File: src/include/cfg_block_defs.vh
`ifndef CFG_BLOCK_DEFS_VH
`define CFG_BLOCK_DEFS_VH

// ==============================
// data word layout
`define WORD_W 16
`define SEL_HI 15
`define SEL_LO 13
`define SEL_SOFTWARE 3'h4
`define TOGGLE_BIT 12
`define CODE_HI 11
`define CODE_LO 0
`define CODE_RESET 12'h555
`define CODE_SERVICE 12'h195

// ==============================
// channel control word fields
`define RANGE_HI 2
`define RANGE_LO 0
`define OVR_BIT 3
`define RANGE_0_5V 3'h0
`define RANGE_0_10V 3'h1
`define RANGE_PM5V 3'h2
`define RANGE_PM10V 3'h3
`define RANGE_4_20MA 3'h4
`define RANGE_0_20MA 3'h5

// ==============================
// decoded mode codes
`define MODE_W 3
`define MODE_V5 3'h0
`define MODE_V10 3'h1
`define MODE_VPM5 3'h2
`define MODE_VPM10 3'h3
`define MODE_I4_20 3'h4
`define MODE_I0_20 3'h5
`define MODE_OFF 3'h7

// ==============================
// watchdog and reset pulse timing
`define WDOG_TIMEOUT_US 1000
`define CLK_MHZ 125
`define RESET_PULSE_CYCLES 4'h4

`endif

File: src/dac_channel_config_and_software_reg.v
`timescale 1ns/1ps
`include "cfg_block_defs.vh"

// Behaviour
// - The 20 percent overrange is active only when its enable bit is set and a voltage range is chosen, and the enable resets to off.
// - Range codes 000, 001, 010 and 011 select 0-5 V (default), 0-10 V, bipolar 5 V and bipolar 10 V.
// - Range codes 100 and 101 select the 4-20 mA and 0-20 mA current outputs.
// - A word whose top three bits are 100 goes to the software command register, bit 12 being the toggle and bits 11-0 the code.
// - Each software command write, except one made while a soft reset is still clearing, copies its bit 12 into user_toggle_status.
// - Code 0x555 in a software command write resets the whole part.
// - With the watchdog on, a missing service write within the timeout raises the fault alert, and never while it is off.
module dac_channel_config_and_software_reg #(
	parameter TIMEOUT_CYCLES = `WDOG_TIMEOUT_US * `CLK_MHZ,
	parameter CNT_W = 20
) (
	input wire clk,
	input wire resetn,
	input wire word_valid,
	input wire [`WORD_W-1:0] word_data,
	input wire ctrl_valid,
	input wire [1:0] ctrl_channel,
	input wire [3:0] ctrl_bits,
	input wire watchdog_enable,
	output reg [`MODE_W-1:0] ch0_mode,
	output reg ch0_is_current,
	output reg ch0_overrange,
	output reg [`MODE_W-1:0] ch1_mode,
	output reg ch1_is_current,
	output reg ch1_overrange,
	output reg [`MODE_W-1:0] ch2_mode,
	output reg ch2_is_current,
	output reg ch2_overrange,
	output reg [`MODE_W-1:0] ch3_mode,
	output reg ch3_is_current,
	output reg ch3_overrange,
	output reg user_toggle_status,
	output reg part_reset,
	output reg fault_alert
);

	// ==============================
	// helpers
	function is_software_word;
		input [`WORD_W-1:0] w;
		begin
			is_software_word = (w[`SEL_HI:`SEL_LO] == `SEL_SOFTWARE);
		end
	endfunction

	// the count may be narrower than an integer, so the last count is cut to it on purpose
	localparam integer LAST_COUNT = TIMEOUT_CYCLES - 1;
	localparam [CNT_W-1:0] TIMEOUT_LAST = LAST_COUNT[CNT_W-1:0];

	// ==============================
	// per-channel setting storage
	reg [2:0] range_sel [0:3];
	reg ovr_en [0:3];
	reg [3:0] reset_left;
	reg [3:0] next_reset_left;
	wire soft_clear;
	integer i;

	assign soft_clear = (reset_left != 4'h0);

	// soft reset returns every channel to 0-5 V with overrange off
	always @(posedge clk or negedge resetn) begin
		if (!resetn) begin
			for (i = 0; i < 4; i = i + 1) begin
				range_sel[i] <= `RANGE_0_5V;
				ovr_en[i] <= 1'b0;
			end
		end else if (soft_clear) begin
			for (i = 0; i < 4; i = i + 1) begin
				range_sel[i] <= `RANGE_0_5V;
				ovr_en[i] <= 1'b0;
			end
		end else if (ctrl_valid) begin
			range_sel[ctrl_channel] <= ctrl_bits[`RANGE_HI:`RANGE_LO];
			ovr_en[ctrl_channel] <= ctrl_bits[`OVR_BIT];
		end
	end

	// ==============================
	// channel decoders
	wire [`MODE_W-1:0] dec_mode [0:3];
	wire dec_cur [0:3];
	wire dec_ovr [0:3];

	genvar g;
	generate
		for (g = 0; g < 4; g = g + 1) begin : chan
			range_decoder u_dec (
				.clk(clk),
				.resetn(resetn),
				.output_range_select(range_sel[g]),
				.overrange_enable(ovr_en[g]),
				.mode(dec_mode[g]),
				.is_current(dec_cur[g]),
				.overrange_active(dec_ovr[g])
			);
		end
	endgenerate

	// outputs re-registered so each top port comes from its own flop
	always @(posedge clk or negedge resetn) begin
		if (!resetn) begin
			ch0_mode <= `MODE_V5;
			ch1_mode <= `MODE_V5;
			ch2_mode <= `MODE_V5;
			ch3_mode <= `MODE_V5;
			ch0_is_current <= 1'b0;
			ch1_is_current <= 1'b0;
			ch2_is_current <= 1'b0;
			ch3_is_current <= 1'b0;
			ch0_overrange <= 1'b0;
			ch1_overrange <= 1'b0;
			ch2_overrange <= 1'b0;
			ch3_overrange <= 1'b0;
		end else begin
			ch0_mode <= dec_mode[0];
			ch1_mode <= dec_mode[1];
			ch2_mode <= dec_mode[2];
			ch3_mode <= dec_mode[3];
			ch0_is_current <= dec_cur[0];
			ch1_is_current <= dec_cur[1];
			ch2_is_current <= dec_cur[2];
			ch3_is_current <= dec_cur[3];
			ch0_overrange <= dec_ovr[0];
			ch1_overrange <= dec_ovr[1];
			ch2_overrange <= dec_ovr[2];
			ch3_overrange <= dec_ovr[3];
		end
	end

	// ==============================
	// software command register
	wire sw_write;
	wire [11:0] sw_code;
	wire do_reset;
	wire do_service;

	assign sw_write = word_valid && is_software_word(word_data);
	assign sw_code = word_data[`CODE_HI:`CODE_LO];
	assign do_reset = sw_write && (sw_code == `CODE_RESET);
	assign do_service = sw_write && (sw_code == `CODE_SERVICE);

	// toggle bit mirror; a full reset clears it too
	always @(posedge clk or negedge resetn) begin
		if (!resetn) begin
			user_toggle_status <= 1'b0;
		end else if (soft_clear) begin
			user_toggle_status <= 1'b0;
		end else if (sw_write) begin
			user_toggle_status <= word_data[`TOGGLE_BIT];
		end
	end

	// reload on a reset code, else run down to zero; a second reset code restarts the pulse
	always @* begin
		next_reset_left = reset_left;
		if (do_reset) begin
			next_reset_left = `RESET_PULSE_CYCLES;
		end else if (soft_clear) begin
			next_reset_left = reset_left - 4'h1;
		end
	end

	// reset pulse held a few cycles so the rest of the part sees it cleanly
	always @(posedge clk or negedge resetn) begin
		if (!resetn) begin
			reset_left <= 4'h0;
			part_reset <= 1'b0;
		end else begin
			reset_left <= next_reset_left;
			part_reset <= do_reset || (reset_left > 4'h1);
		end
	end

	// ==============================
	// watchdog
	// the counter parks at its last value so a held alert never wraps back to quiet
	reg [CNT_W-1:0] wd_count;
	reg [CNT_W-1:0] next_wd_count;
	reg next_fault_alert;
	wire wd_expired;

	assign wd_expired = (wd_count == TIMEOUT_LAST);

	// next-state choice; disable and soft reset outrank a service write
	always @* begin
		next_wd_count = wd_count;
		next_fault_alert = fault_alert;
		if (!watchdog_enable || soft_clear) begin
			next_wd_count = {CNT_W{1'b0}};
			next_fault_alert = 1'b0;
		end else if (do_service) begin
			// service in the expiry cycle wins, so a host that is just in time is never faulted
			next_wd_count = {CNT_W{1'b0}};
			next_fault_alert = 1'b0;
		end else if (wd_expired) begin
			next_fault_alert = 1'b1;
		end else begin
			next_wd_count = wd_count + {{(CNT_W-1){1'b0}}, 1'b1};
		end
	end

	// count only while enabled; alert stays until serviced, disabled or cleared by a soft reset
	always @(posedge clk or negedge resetn) begin
		if (!resetn) begin
			wd_count <= {CNT_W{1'b0}};
			fault_alert <= 1'b0;
		end else begin
			wd_count <= next_wd_count;
			fault_alert <= next_fault_alert;
		end
	end

endmodule

File: src/range_decoder.v
`timescale 1ns/1ps
`include "cfg_block_defs.vh"

// registered decode of one channel's range and overrange setting
module range_decoder (
	input wire clk,
	input wire resetn,
	input wire [2:0] output_range_select,
	input wire overrange_enable,
	output reg [`MODE_W-1:0] mode,
	output reg is_current,
	output reg overrange_active
);

	// ==============================
	// decode
	always @(posedge clk or negedge resetn) begin
		if (!resetn) begin
			mode <= `MODE_V5;
			is_current <= 1'b0;
			overrange_active <= 1'b0;
		end else begin
			case (output_range_select)
				`RANGE_0_5V: begin
					mode <= `MODE_V5;
					is_current <= 1'b0;
					overrange_active <= overrange_enable;
				end
				`RANGE_0_10V: begin
					mode <= `MODE_V10;
					is_current <= 1'b0;
					overrange_active <= overrange_enable;
				end
				`RANGE_PM5V: begin
					mode <= `MODE_VPM5;
					is_current <= 1'b0;
					overrange_active <= overrange_enable;
				end
				`RANGE_PM10V: begin
					mode <= `MODE_VPM10;
					is_current <= 1'b0;
					overrange_active <= overrange_enable;
				end
				`RANGE_4_20MA: begin
					mode <= `MODE_I4_20;
					is_current <= 1'b1;
					overrange_active <= 1'b0;
				end
				`RANGE_0_20MA: begin
					mode <= `MODE_I0_20;
					is_current <= 1'b1;
					overrange_active <= 1'b0;
				end
				default: begin
					// undefined codes leave the output unpowered, never overranged
					mode <= `MODE_OFF;
					is_current <= 1'b0;
					overrange_active <= 1'b0;
				end
			endcase
		end
	end

endmodule

File: config.mk
export PLATFORM = sky130hd
export DESIGN_NAME = dac_channel_config_and_software_reg
export DESIGN_NICKNAME = d
export VERILOG_FILES = /design/src/dac_channel_config_and_software_reg.v /design/src/range_decoder.v
export VERILOG_INCLUDE_DIRS = /design/src /design/src/include
export SDC_FILE = /design/constraint.sdc
export NUM_CORES = 1
export LEC_CHECK = 0
export BUFFER_PORTS_ARGS = -buffer_cell sky130_fd_sc_hd__clkbuf_2
export CAP_MARGIN = 20
export CORE_MARGIN = 2
export CORE_UTILIZATION = 55
export DETAILED_ROUTE_END_ITERATION = 12
export PLACE_DENSITY = 0.82
export SYNTH_ARGS = -nofsm -noshare
export SYNTH_HDL_FRONTEND = slang
export SYNTH_SLANG_ARGS = --single-unit
File: constraint.sdc
create_clock -name clk -period 2.8 [get_ports clk]
set_input_delay 0.56 -clock clk [delete_from_list [all_inputs] [get_ports clk]]
set_output_delay 0.56 -clock clk [all_outputs]
set_load 0.05 [all_outputs]
* Word-level counts from Yosys, hierarchy flattened
Index checks and enable logic that the tools add are counted.
Word-level totals: output and inout port bits 23, register bits 83, word-level logic and storage cells 124, input bits 27
Cells by class: reduce and logical (&&, ||, !) cells 24, bitwise operators 1, equality and inequality tests 25, add/subtract/negate cells 2, muxes and demuxes 32, order comparisons 3
Operators with widths (number):
- $pmux 3 s6 | 4
- $mux 20 | 3
- $eq 3x3->1 const B | 9
- $eq 3x2->1 const B | 8
- $mux 12 | 2
- $add 20x1->20 const B | 1
- $eq 20x17->1 const B | 1
- $mux 4 | 4
- $reduce_or 4->1 | 4
- $mux 1 | 14
- $bwmux 12 | 1
- $eq 12x11->1 const B | 1
- $eq 12x9->1 const B | 1
- $eq 3x1->1 const B | 4
- $logic_not 3->1 | 4
- $reduce_or 2->1 | 4
- $demux 3 s2 | 1
- $reduce_bool 2->1 | 3
- $bwmux 4 | 1
- $gt 4x1->1 const B | 1
- $logic_and 1x1->1 | 4
- $reduce_bool 4->1 | 1
- $sub 4x1->4 const B | 1
- $ge 3x3->1 const B | 1
- other kinds (8) | 9

* Depth between registers and ports, before layout
Gate-level depths: netlist (run 1).
depth after elaboration 8, gate-level depth with buffers 7, mapped depth without buffers 6

* Modules after synthesis
A second synthesis (run 1) with hierarchy kept.
Second synthesis, totals: cell total of the unflattened synthesis 252, area total of the unflattened synthesis 3168.0 um^2
By module, submodules not included:
- dac_channel_config_and_software_reg | area each 2557.5 um^2, instances 1, sequential area each 1576.5 um^2, cells an instance 212
- range_decoder | area each 152.6 um^2, instances 4, sequential area each 125.1 um^2, cells an instance 10

* Worst setup path after synthesis (run 1)
No wires, ideal clock.
path type input -> register, start in word_data[13], end reg fault_alert, path buffers 1, setup time 0.121 ns, arrival time 1.618 ns, stages on the path 5, setup slack 1.061 ns, path through and4bb_2 nand4_2 o21ai_4 buf_2 nor2_1
On the way: longest elaborated chain between the ends 5, elaborated cells between the ends (all ways) 6, those cells by class 1 x eq/ne; 2 x mux; 3 x reduce/logical
RTL lines:
- start, declared | line dac_channel_config_and_software_reg.v:19 | input wire [`WORD_W-1:0] word_data,
- $eq 3x3->1 (no line) *
- $logic_and 1x1->1 * | line dac_channel_config_and_software_reg.v:142 | assign sw_write = word_valid && is_software_word(word_data);
- $logic_and 1x1->1 * | line dac_channel_config_and_software_reg.v:145 | assign do_service = sw_write && (sw_code == `CODE_SERVICE);
- $mux 1 | line dac_channel_config_and_software_reg.v:196 | end else if (do_service) begin
- $mux 1 | line dac_channel_config_and_software_reg.v:193 | if (!watchdog_enable || soft_clear) begin
- end signal, assigned | line dac_channel_config_and_software_reg.v:214 | fault_alert <= next_fault_alert;
- end, declared | line dac_channel_config_and_software_reg.v:38 | output reg fault_alert
Mark *: on every way between the ends. The rest lies on a longest branch, timed or not. A chain may end at the register's enable or synchronous reset.

* Final worst setup path (run 1)
start reg reset_left[0], end reg wd_count[15]
On the way: longest elaborated chain between the ends 3, elaborated cells between the ends (all ways) 4, those cells by class 1 x eq/ne; 1 x mux; 2 x reduce/logical
RTL lines:
- start, declared | line dac_channel_config_and_software_reg.v:58 | reg [3:0] reset_left;
- start signal, assigned | line dac_channel_config_and_software_reg.v:174 | reset_left <= next_reset_left;
- $reduce_bool 4->1 * | line dac_channel_config_and_software_reg.v:63 | assign soft_clear = (reset_left != 4'h0);
- $logic_or 1x1->1 * | line dac_channel_config_and_software_reg.v:193
- $ne 3x2->1 (no line) / $mux 20 (equally long branches)
- end signal, assigned | line dac_channel_config_and_software_reg.v:210 | wd_count <= {CNT_W{1'b0}};
- end signal, assigned | line dac_channel_config_and_software_reg.v:213 | wd_count <= next_wd_count;
- end, declared | line dac_channel_config_and_software_reg.v:182 | reg [CNT_W-1:0] wd_count;
Marked as above.

==> flow_metrics.py, run 1 <==
metrics = {
    "logic_synthesis": {
        "netlist_area_sq_mm": 0.003303,
        "yosysSeqAreaShare_pct": 62.88,
        "synthArstFlopShare_pct": 100.0,
        "synth_compound_area_share_pct": 6.136,
        "synth_fa_ha_area_share_pct": 1.136,
        "synth.avg_cell_area_sq_um": 12.23,
        "yosys.area_share.simple_pct": 18.56,
        "synth_area_leaders": "dfrtp_1, mux2i_1, nor2_1",
        "muxShareOfSynthArea_pct": 6.061,
        "yosysMostFrequentCell": "dfrtp_1",
        "yosys.area.top_type": "dfrtp_1",
        "ys.flop_type": "dfrtp_1",
        "synth_common_cells": "dfrtp_1, nor2_1, mux2i_1",
        "synthesis.nets": 300,
        "yosysUniqueCellTypes": 42,
        "ys_ff_latch": 83,
        "synthXorXnorAreaFrac_pct": 2.652,
        "postSynthCellCount": 270,
        "synth_edf_count": 0,
        "synth_top_area_share_pct": 62.88,
        "synth_top_family_by_area": "simple AND/OR/NAND/NOR gates",
        "ys_warn_count": 0,
    },
    "final_layout": {
        "nFillCells": 457,
        "nets": 349,
        "syn2layout_area_growth_pct": 15.61,
        "antennaDiodeCount": 0,
        "drive_gt1_share_pct": 23.91,
        "register_area_sq_mm": 0.002077,
        "post-route-util_pct": 65.27,
        "multiInputGateArea_sq_mm": 0.001141,
    },
    "worst_setup_path": {
        "critPathRequiredTime_ns": 3.05,
        "cp_slowest_stage_delay_ns": 0.43,
        "cp_max_fo": 18,
        "r2r_setup_slack_ns": 0.98,
        "crit_end": "wd_count[15]",
        "cp-start-kind": "register",
        "endpoint_kind": "register",
        "regToRegStartpoint": "reset_left[0]",
        "cp.arrival_ns": 2.07,
        "r2r_cells": 6,
        "crit_type": "register to register",
        "rr_endpoint": "wd_count[15]",
        "startpoint": "reset_left[0]",
        "path_cells": "inv_1 > ha_1 > or3b_1 > nor2_4 > o21ai_4 > nor3b_1",
        "cpMaxStageDelayCell": "or3b_1",
    },
    "power_and_ir_drop": {
        "p_sw_w": 0.0006928,
        "p_seq_share_pct": 50.4,
        "clockPowerShare_pct": 35.5,
        "ir_drop_mv": 0.4261,
        "pwr-share-comb_pct": 14.1,
        "swShare_pct": 26.64,
        "p_int_w": 0.001908,
        "p_per_area_mw_per_mm2": 680.9,
        "p_leak_nw": 1.972,
    },
    "clock_network": {
        "root_buffer": "clkbuf_8",
        "clk_pin_slew_ns": 0.08,
        "ctsHtreeMaxLevel": 3,
        "cts_tree": "built",
        "cts_setup_buffers": 0,
        "cts_sinks": 83,
        "cts.repair.resized": 0,
        "insertion_delay_ns": 0.34,
        "holdBufCountCts": 0,
        "numCtsBuffers": 9,
        "clk_path_buf_depth": 2,
    },
    "placement": {
        "gp_congestion": 0.7832,
        "place.detailed.hpwl_mm": 4.040,
        "port_buffers": 49,
    },
    "route": {
        "wl_per_cell_um": 14.99,
        "dr.first_iter.drc_count": 126,
        "drt_wl_total_mm": 5.950,
        "final_antenna_net_count": 0,
        "dr.pass1.iters": 4,
        "vias": 2138,
        "drc": 0,
        "viasPerCell": 5.385,
    },
    "global_routing": {
        "grt_usage_pct": 19.54,
        "grt.overflow.total": 0,
        "first_global_vias": 2002,
        "antenna_found_initial": 0,
        "grt_max_degree": 51,
        "grt_pass1_wl_mm": 9.653,
    },
    "timing": {
        "min_period_ns": 1.816,
        "timing.fmax_mhz": 550.8,
        "hold_violations": 0,
        "tightest_slew_ns": 0.5925,
        "setup_tns_ns": 0,
        "period_share_pct": 64.84,
        "finalSetupViolations": 0,
        "maxSlewHeadroom_pct": 60.50,
        "rsz0062_at_grt": "no",
        "skew_ns": 0.007053,
        "drv_slew": 0,
    },
    "floorplanning": {
        "start_util_pct": 56.46,
        "die_w_um": 81.50,
        "pin_count": 50,
        "die_h_um": 81.50,
        "dieArea_sq_mm": 0.006641,
        "fp.coreArea_sq_mm": 0.005851,
        "core.rowCount": 28,
    },
    "run": {
        "cap_violations": 0,
    },
    "hold_path": {
        "hold_class": "input port to async pin",
    },
    "status": {
        "status": "completed",
    },
}
## worst min path at each step
| stage | cells after the start | to | startpoint |
|---|---|---|---|
| global route | 1 | ch1_mode[1] | resetn |
| global placement | 0 | ch1_mode[0] | chan[1].u_dec.mode[0] |
| detailed placement | 0 | ch0_is_current | chan[0].u_dec.is_current |
| finish | 1 | ch1_mode[2] | resetn |
| floorplan | 0 | ch0_is_current | resetn |
| CTS | 1 | ch1_is_current | resetn |
## cell type report
| cell class | instances | share of cell area (%) |
|---|---|---|
| multi-input cells | 167 | 29.88 |
| inverters | 6 | 0.5898 |
| well taps | 75 | 2.457 |
| clock buffers | 10 | 3.604 |
| repair buffers | 52 | 7.077 |
| clock inverters | 4 | 1.999 |
| flip-flops and latches | 83 | 54.39 |
## flip-flops by register name, summed over array words and instances, names as in the netlist, 4 cells and up
signal and flops:
chan.u_dec.overrange_active 4, wd_count 20, chan.u_dec.mode 12, chan.u_dec.is_current 4, ovr_en 4, reset_left 4
range_sel 12
## per-layer routing
| metal | wire length [um] | vias up | GRT usage (%) |
|---|---|---|---|
| met3 | 216 | 7 | 2.967 |
| li1 | - | 1032 | - |
| met2 | 3013 | 50 | 30.90 |
| met5 | 0 | - | 0 |
| met1 | 2645 | 1049 | 26.78 |
| met4 | 74 | 0 | 9.153 |
## worst max-delay path, delay by kind of cell (launching register included)
| kind | cells | cell delay, ns |
|---|---|---|
| adders and majority gates | 1 | 0.24 |
| DFF | 1 | 0.42 |
| and+or+nand+nor | 3 | 0.81 |
| AOI/OAI and AO/OA | 1 | 0.17 |
| buffers and inverters | 1 | 0.08 |
## cells in the final DEF (no fill, tap or decap), drive strengths merged, types with 2 or more instances in the layout
cell type / n
a21oi: 8
nor4b: 2
nand2: 6
o211ai: 3
nor3: 5
xor2: 8
o21ai: 12
clkbuf: 58
or3: 5
bufinv: 2
nor2b: 8
buf: 4
nand3: 10
nor3b: 4
a21o: 4
and4: 5
and4bb: 3
nor2: 37
inv: 6
and3: 4
a211oi: 2
nand3b: 2
ha: 3
dfrtp: 83
xnor2: 2
mux2i: 20
nand4: 6
## power groups by stage
stage | Combinational, W | Sequential (W) | Clock [W]
2_1_floorplan | 0.000200 | 0.00138 | 0
5_1_grt | 0.000412 | 0.00132 | 0.000992
4_1_cts | 0.000372 | 0.00131 | 0.000932
6_report | 0.000366 | 0.00131 | 0.000923
3_3_place_gp | 0.000349 | 0.00133 | 0
3_5_place_dp | 0.000364 | 0.00133 | 0
## cells by family (layout without fill, tap and decap cells)
logic type / after synthesis / count (layout)
simple gates: 102 / 102
compound gates: 32 / 32
flops: 83 / 83
buf+inv: 20 / 72
xor+xnor: 10 / 10
mux: 20 / 20
fa+ha+maj: 3 / 3
## through the flow
stage	total power [W]	hold slack, ns	worst slack (ns)	std cells	instance area [sq um]
2_1_floorplan	0.001576	0.2644	1.061	270	3303
3_3_place_gp	0.001679	0.3321	0.8759	383	3605
3_5_place_dp	0.001699	0.3347	0.8405	383	3605
4_1_cts	0.002616	0.2347	0.9735	397	3819
5_1_grt	0.002724	0.2643	0.8468	397	3819
6_report	0.002600	0.2164	0.9845	397	3819
Note: power is estimated with default switching activity, not from simulation.
==> run 2, diff against run 1 <==
==> constraint.sdc (replaced) <==
create_clock -name clk -period 1.7 [get_ports clk]
set_input_delay 0.34 -clock clk [delete_from_list [all_inputs] [get_ports clk]]
set_output_delay 0.34 -clock clk [all_outputs]
set_load 0.05 [all_outputs]
==> run 2 against run 1 <==
Against the previous run:
- the flow now finishes with violations (setup timing)
- critical path depth decreased by 1
- count of clock-buffer cells in the layout is 1 higher
- design area up 6.1%
- via count rose by 4.0%
- sequential share of layout area is 3.1 points lower
- non-clock buffer count up 11
- routed wire length rose by 8.5%
- flip-flop and latch count did not move
- global-route usage rose by 0.76 points
- cell count is 3.3% higher
- setup slack got worse by 0.99 ns
- combinational power is 120% higher
==> flow_metrics.py, run 2 (synthesized netlist as in run 1, its figures left out) <==
metrics = {
    "route": {
        "drt_wl_total_mm": 6.456,
        "dr.pass1.iters": 4,
        "wl_per_cell_um": 15.75,
        "vias": 2223,
        "drc": 0,
        "final_antenna_net_count": 0,
        "dr.first_iter.drc_count": 193,
        "viasPerCell": 5.422,
    },
    "timing": {
        "drv_slew": 0,
        "maxSlewHeadroom_pct": 72.13,
        "timing.fmax_mhz": 584.9,
        "skew_ns": 0.01112,
        "setup_tns_ns": -0.009810,
        "worst_slack_ns": -0.009810,
        "finalSetupViolations": 1,
        "period_share_pct": 100.6,
        "tightest_slew_ns": 0.4163,
        "min_period_ns": 1.710,
        "hold_violations": 0,
    },
    "worst_setup_path": {
        "cpMaxStageDelayCell": "dfrtp_1",
        "cp.arrival_ns": 1.93,
        "cp_slowest_stage_delay_ns": 0.43,
        "cp_max_fo": 6,
        "critPathRequiredTime_ns": 1.92,
        "crit_type": "register to register",
        "path_cells": "ha_2 > and4bb_2 > and4_1 > a211oi_1 > nor3b_2",
        "endpoint_kind": "register",
        "cp-start-kind": "register",
    },
    "placement": {
        "port_buffers": 49,
        "gp_congestion": 0.8256,
        "place.detailed.hpwl_mm": 4.208,
        "dpl_worst_slack_ns": 0.04139,
        "dp.cells": 390,
    },
    "power_and_ir_drop": {
        "p_sw_w": 0.001205,
        "p_int_w": 0.003269,
        "clockPowerShare_pct": 33.9,
        "total_power_w": 0.004473,
        "p_per_area_mw_per_mm2": 1104,
        "pwr-share-comb_pct": 17.9,
        "ir_drop_mv": 0.7189,
        "p_seq_share_pct": 48.2,
        "p_leak_nw": 2.067,
        "swShare_pct": 26.94,
    },
    "floorplanning": {
        "dieArea_sq_mm": 0.006641,
        "die_h_um": 81.50,
        "core.rowCount": 28,
        "die_w_um": 81.50,
        "pin_count": 50,
        "fp.coreArea_sq_mm": 0.005851,
        "start_util_pct": 56.46,
    },
    "final_layout": {
        "regMostFlops": "wd_count",
        "largest_register_ffs": 20,
        "nFillCells": 427,
        "register_area_sq_mm": 0.002077,
        "drive_gt1_share_pct": 29.85,
        "top_regs": "wd_count: 20 flops, chan.u_dec.mode: 12 flops, range_sel: 12 flops",
        "antennaDiodeCount": 0,
        "syn2layout_area_growth_pct": 22.69,
        "fin_cells": 410,
        "multiInputGateArea_sq_mm": 0.001215,
        "mostFrequentLayoutCells": "dfrtp_1, clkbuf_2, nor2_1",
        "layout_commonest_cell": "dfrtp_1",
        "nets": 360,
    },
    "global_routing": {
        "grt_pass1_wl_mm": 10.07,
        "first_global_vias": 2144,
        "grt_max_degree": 48,
        "grt_usage_pct": 20.30,
        "antenna_found_initial": 0,
        "grt.overflow.total": 0,
    },
    "clock_network": {
        "clk_path_buf_depth": 2,
        "clk_pin_slew_ns": 0.08,
        "root_buffer": "clkbuf_8",
        "numCtsBuffers": 9,
        "ctsHtreeMaxLevel": 3,
        "cts_sinks": 83,
        "insertion_delay_ns": 0.34,
        "cts_tree": "built",
    },
    "run": {
        "cap_violations": 0,
    },
    "status": {
        "status": "finished, violations left",
        "violations": "setup timing",
    },
    "hold_path": {
        "hold_class": "input port to register",
    },
}
==> run 2: power by group through the flow <==
stage          combinational [W]  sequential (W)  clock, W
5_1_grt                 0.000876         0.00217   0.00165
4_1_cts                 0.000676         0.00215   0.00156
2_1_floorplan           0.000329         0.00227         0
3_5_place_dp            0.000672         0.00219         0
3_3_place_gp            0.000654         0.00218         0
6_report                0.000802         0.00215   0.00152
==> run 2: critical path: cells and delay by family, from the launching register on <==
family,cells,cell delay [ns]
AOI/OAI and AO/OA,1,0.34
adders and majority gates,1,0.23
and+or+nand+nor,3,0.59
DFF,1,0.43
==> run 2: path summary, 6_finish.rpt <==
path,startpoint,end,slack (ns),cells past startpoint
min in group asynchronous,resetn,chan[1].u_dec.is_current,0.35,2
worst max register to register,wd_count[0],wd_count[15],-0.01,5
worst min-delay path,word_data[12],user_toggle_status,0.26,3
max in group asynchronous,resetn,reset_left[0],0.91,3
worst min register to register,chan[2].u_dec.mode[0],ch2_mode[0],0.35,0
worst max-delay path,wd_count[0],wd_count[15],-0.01,5
==> run 2: timing repair <==
item / CTS / global route
setup endpoints to repair: 1 / 14
gates resized for setup: 1 / 16
endpoints found under the hold margin: 26 / 0
setup buffers: 0 / 1
hold buffers: 1 / 0
pin swaps: 0 / 1
gates cloned: 0 / 2
==> run 2: stage by stage <==
step / hold slack [ns] / utilization, % / area (sq um)
final: 0.2584 / 69.27 / 4053
after global routing: 0.2534 / 69.27 / 4053
after floorplan: 0.04441 / - / 3303
after detailed placement: 0.1636 / 63.15 / 3695
after CTS: 0.2490 / 67.13 / 3928
after global placement: 0.1621 / 63.15 / 3695
==> run 2: layout make-up <==
type                            instances  area share [%]
Sequential cell                        83           51.25
Multi-Input combinational cell        167           29.98
Timing Repair Buffer                   63           10.56
Clock buffer                           11           3.242
Tap cell                               75           2.316
Clock inverter                          5           2.099
Inverter                                6          0.5557
==> run 2: layer usage <==
metal  part of all wire (%)  track usage [%]  vias to the layer above
met1                     43            26.76                     1103
met3                    3.3            3.956                       11
met5                      0                0                        -
met4                    1.9            9.322                        0
li1                       -                -                     1057
met2                     52            32.70                       52
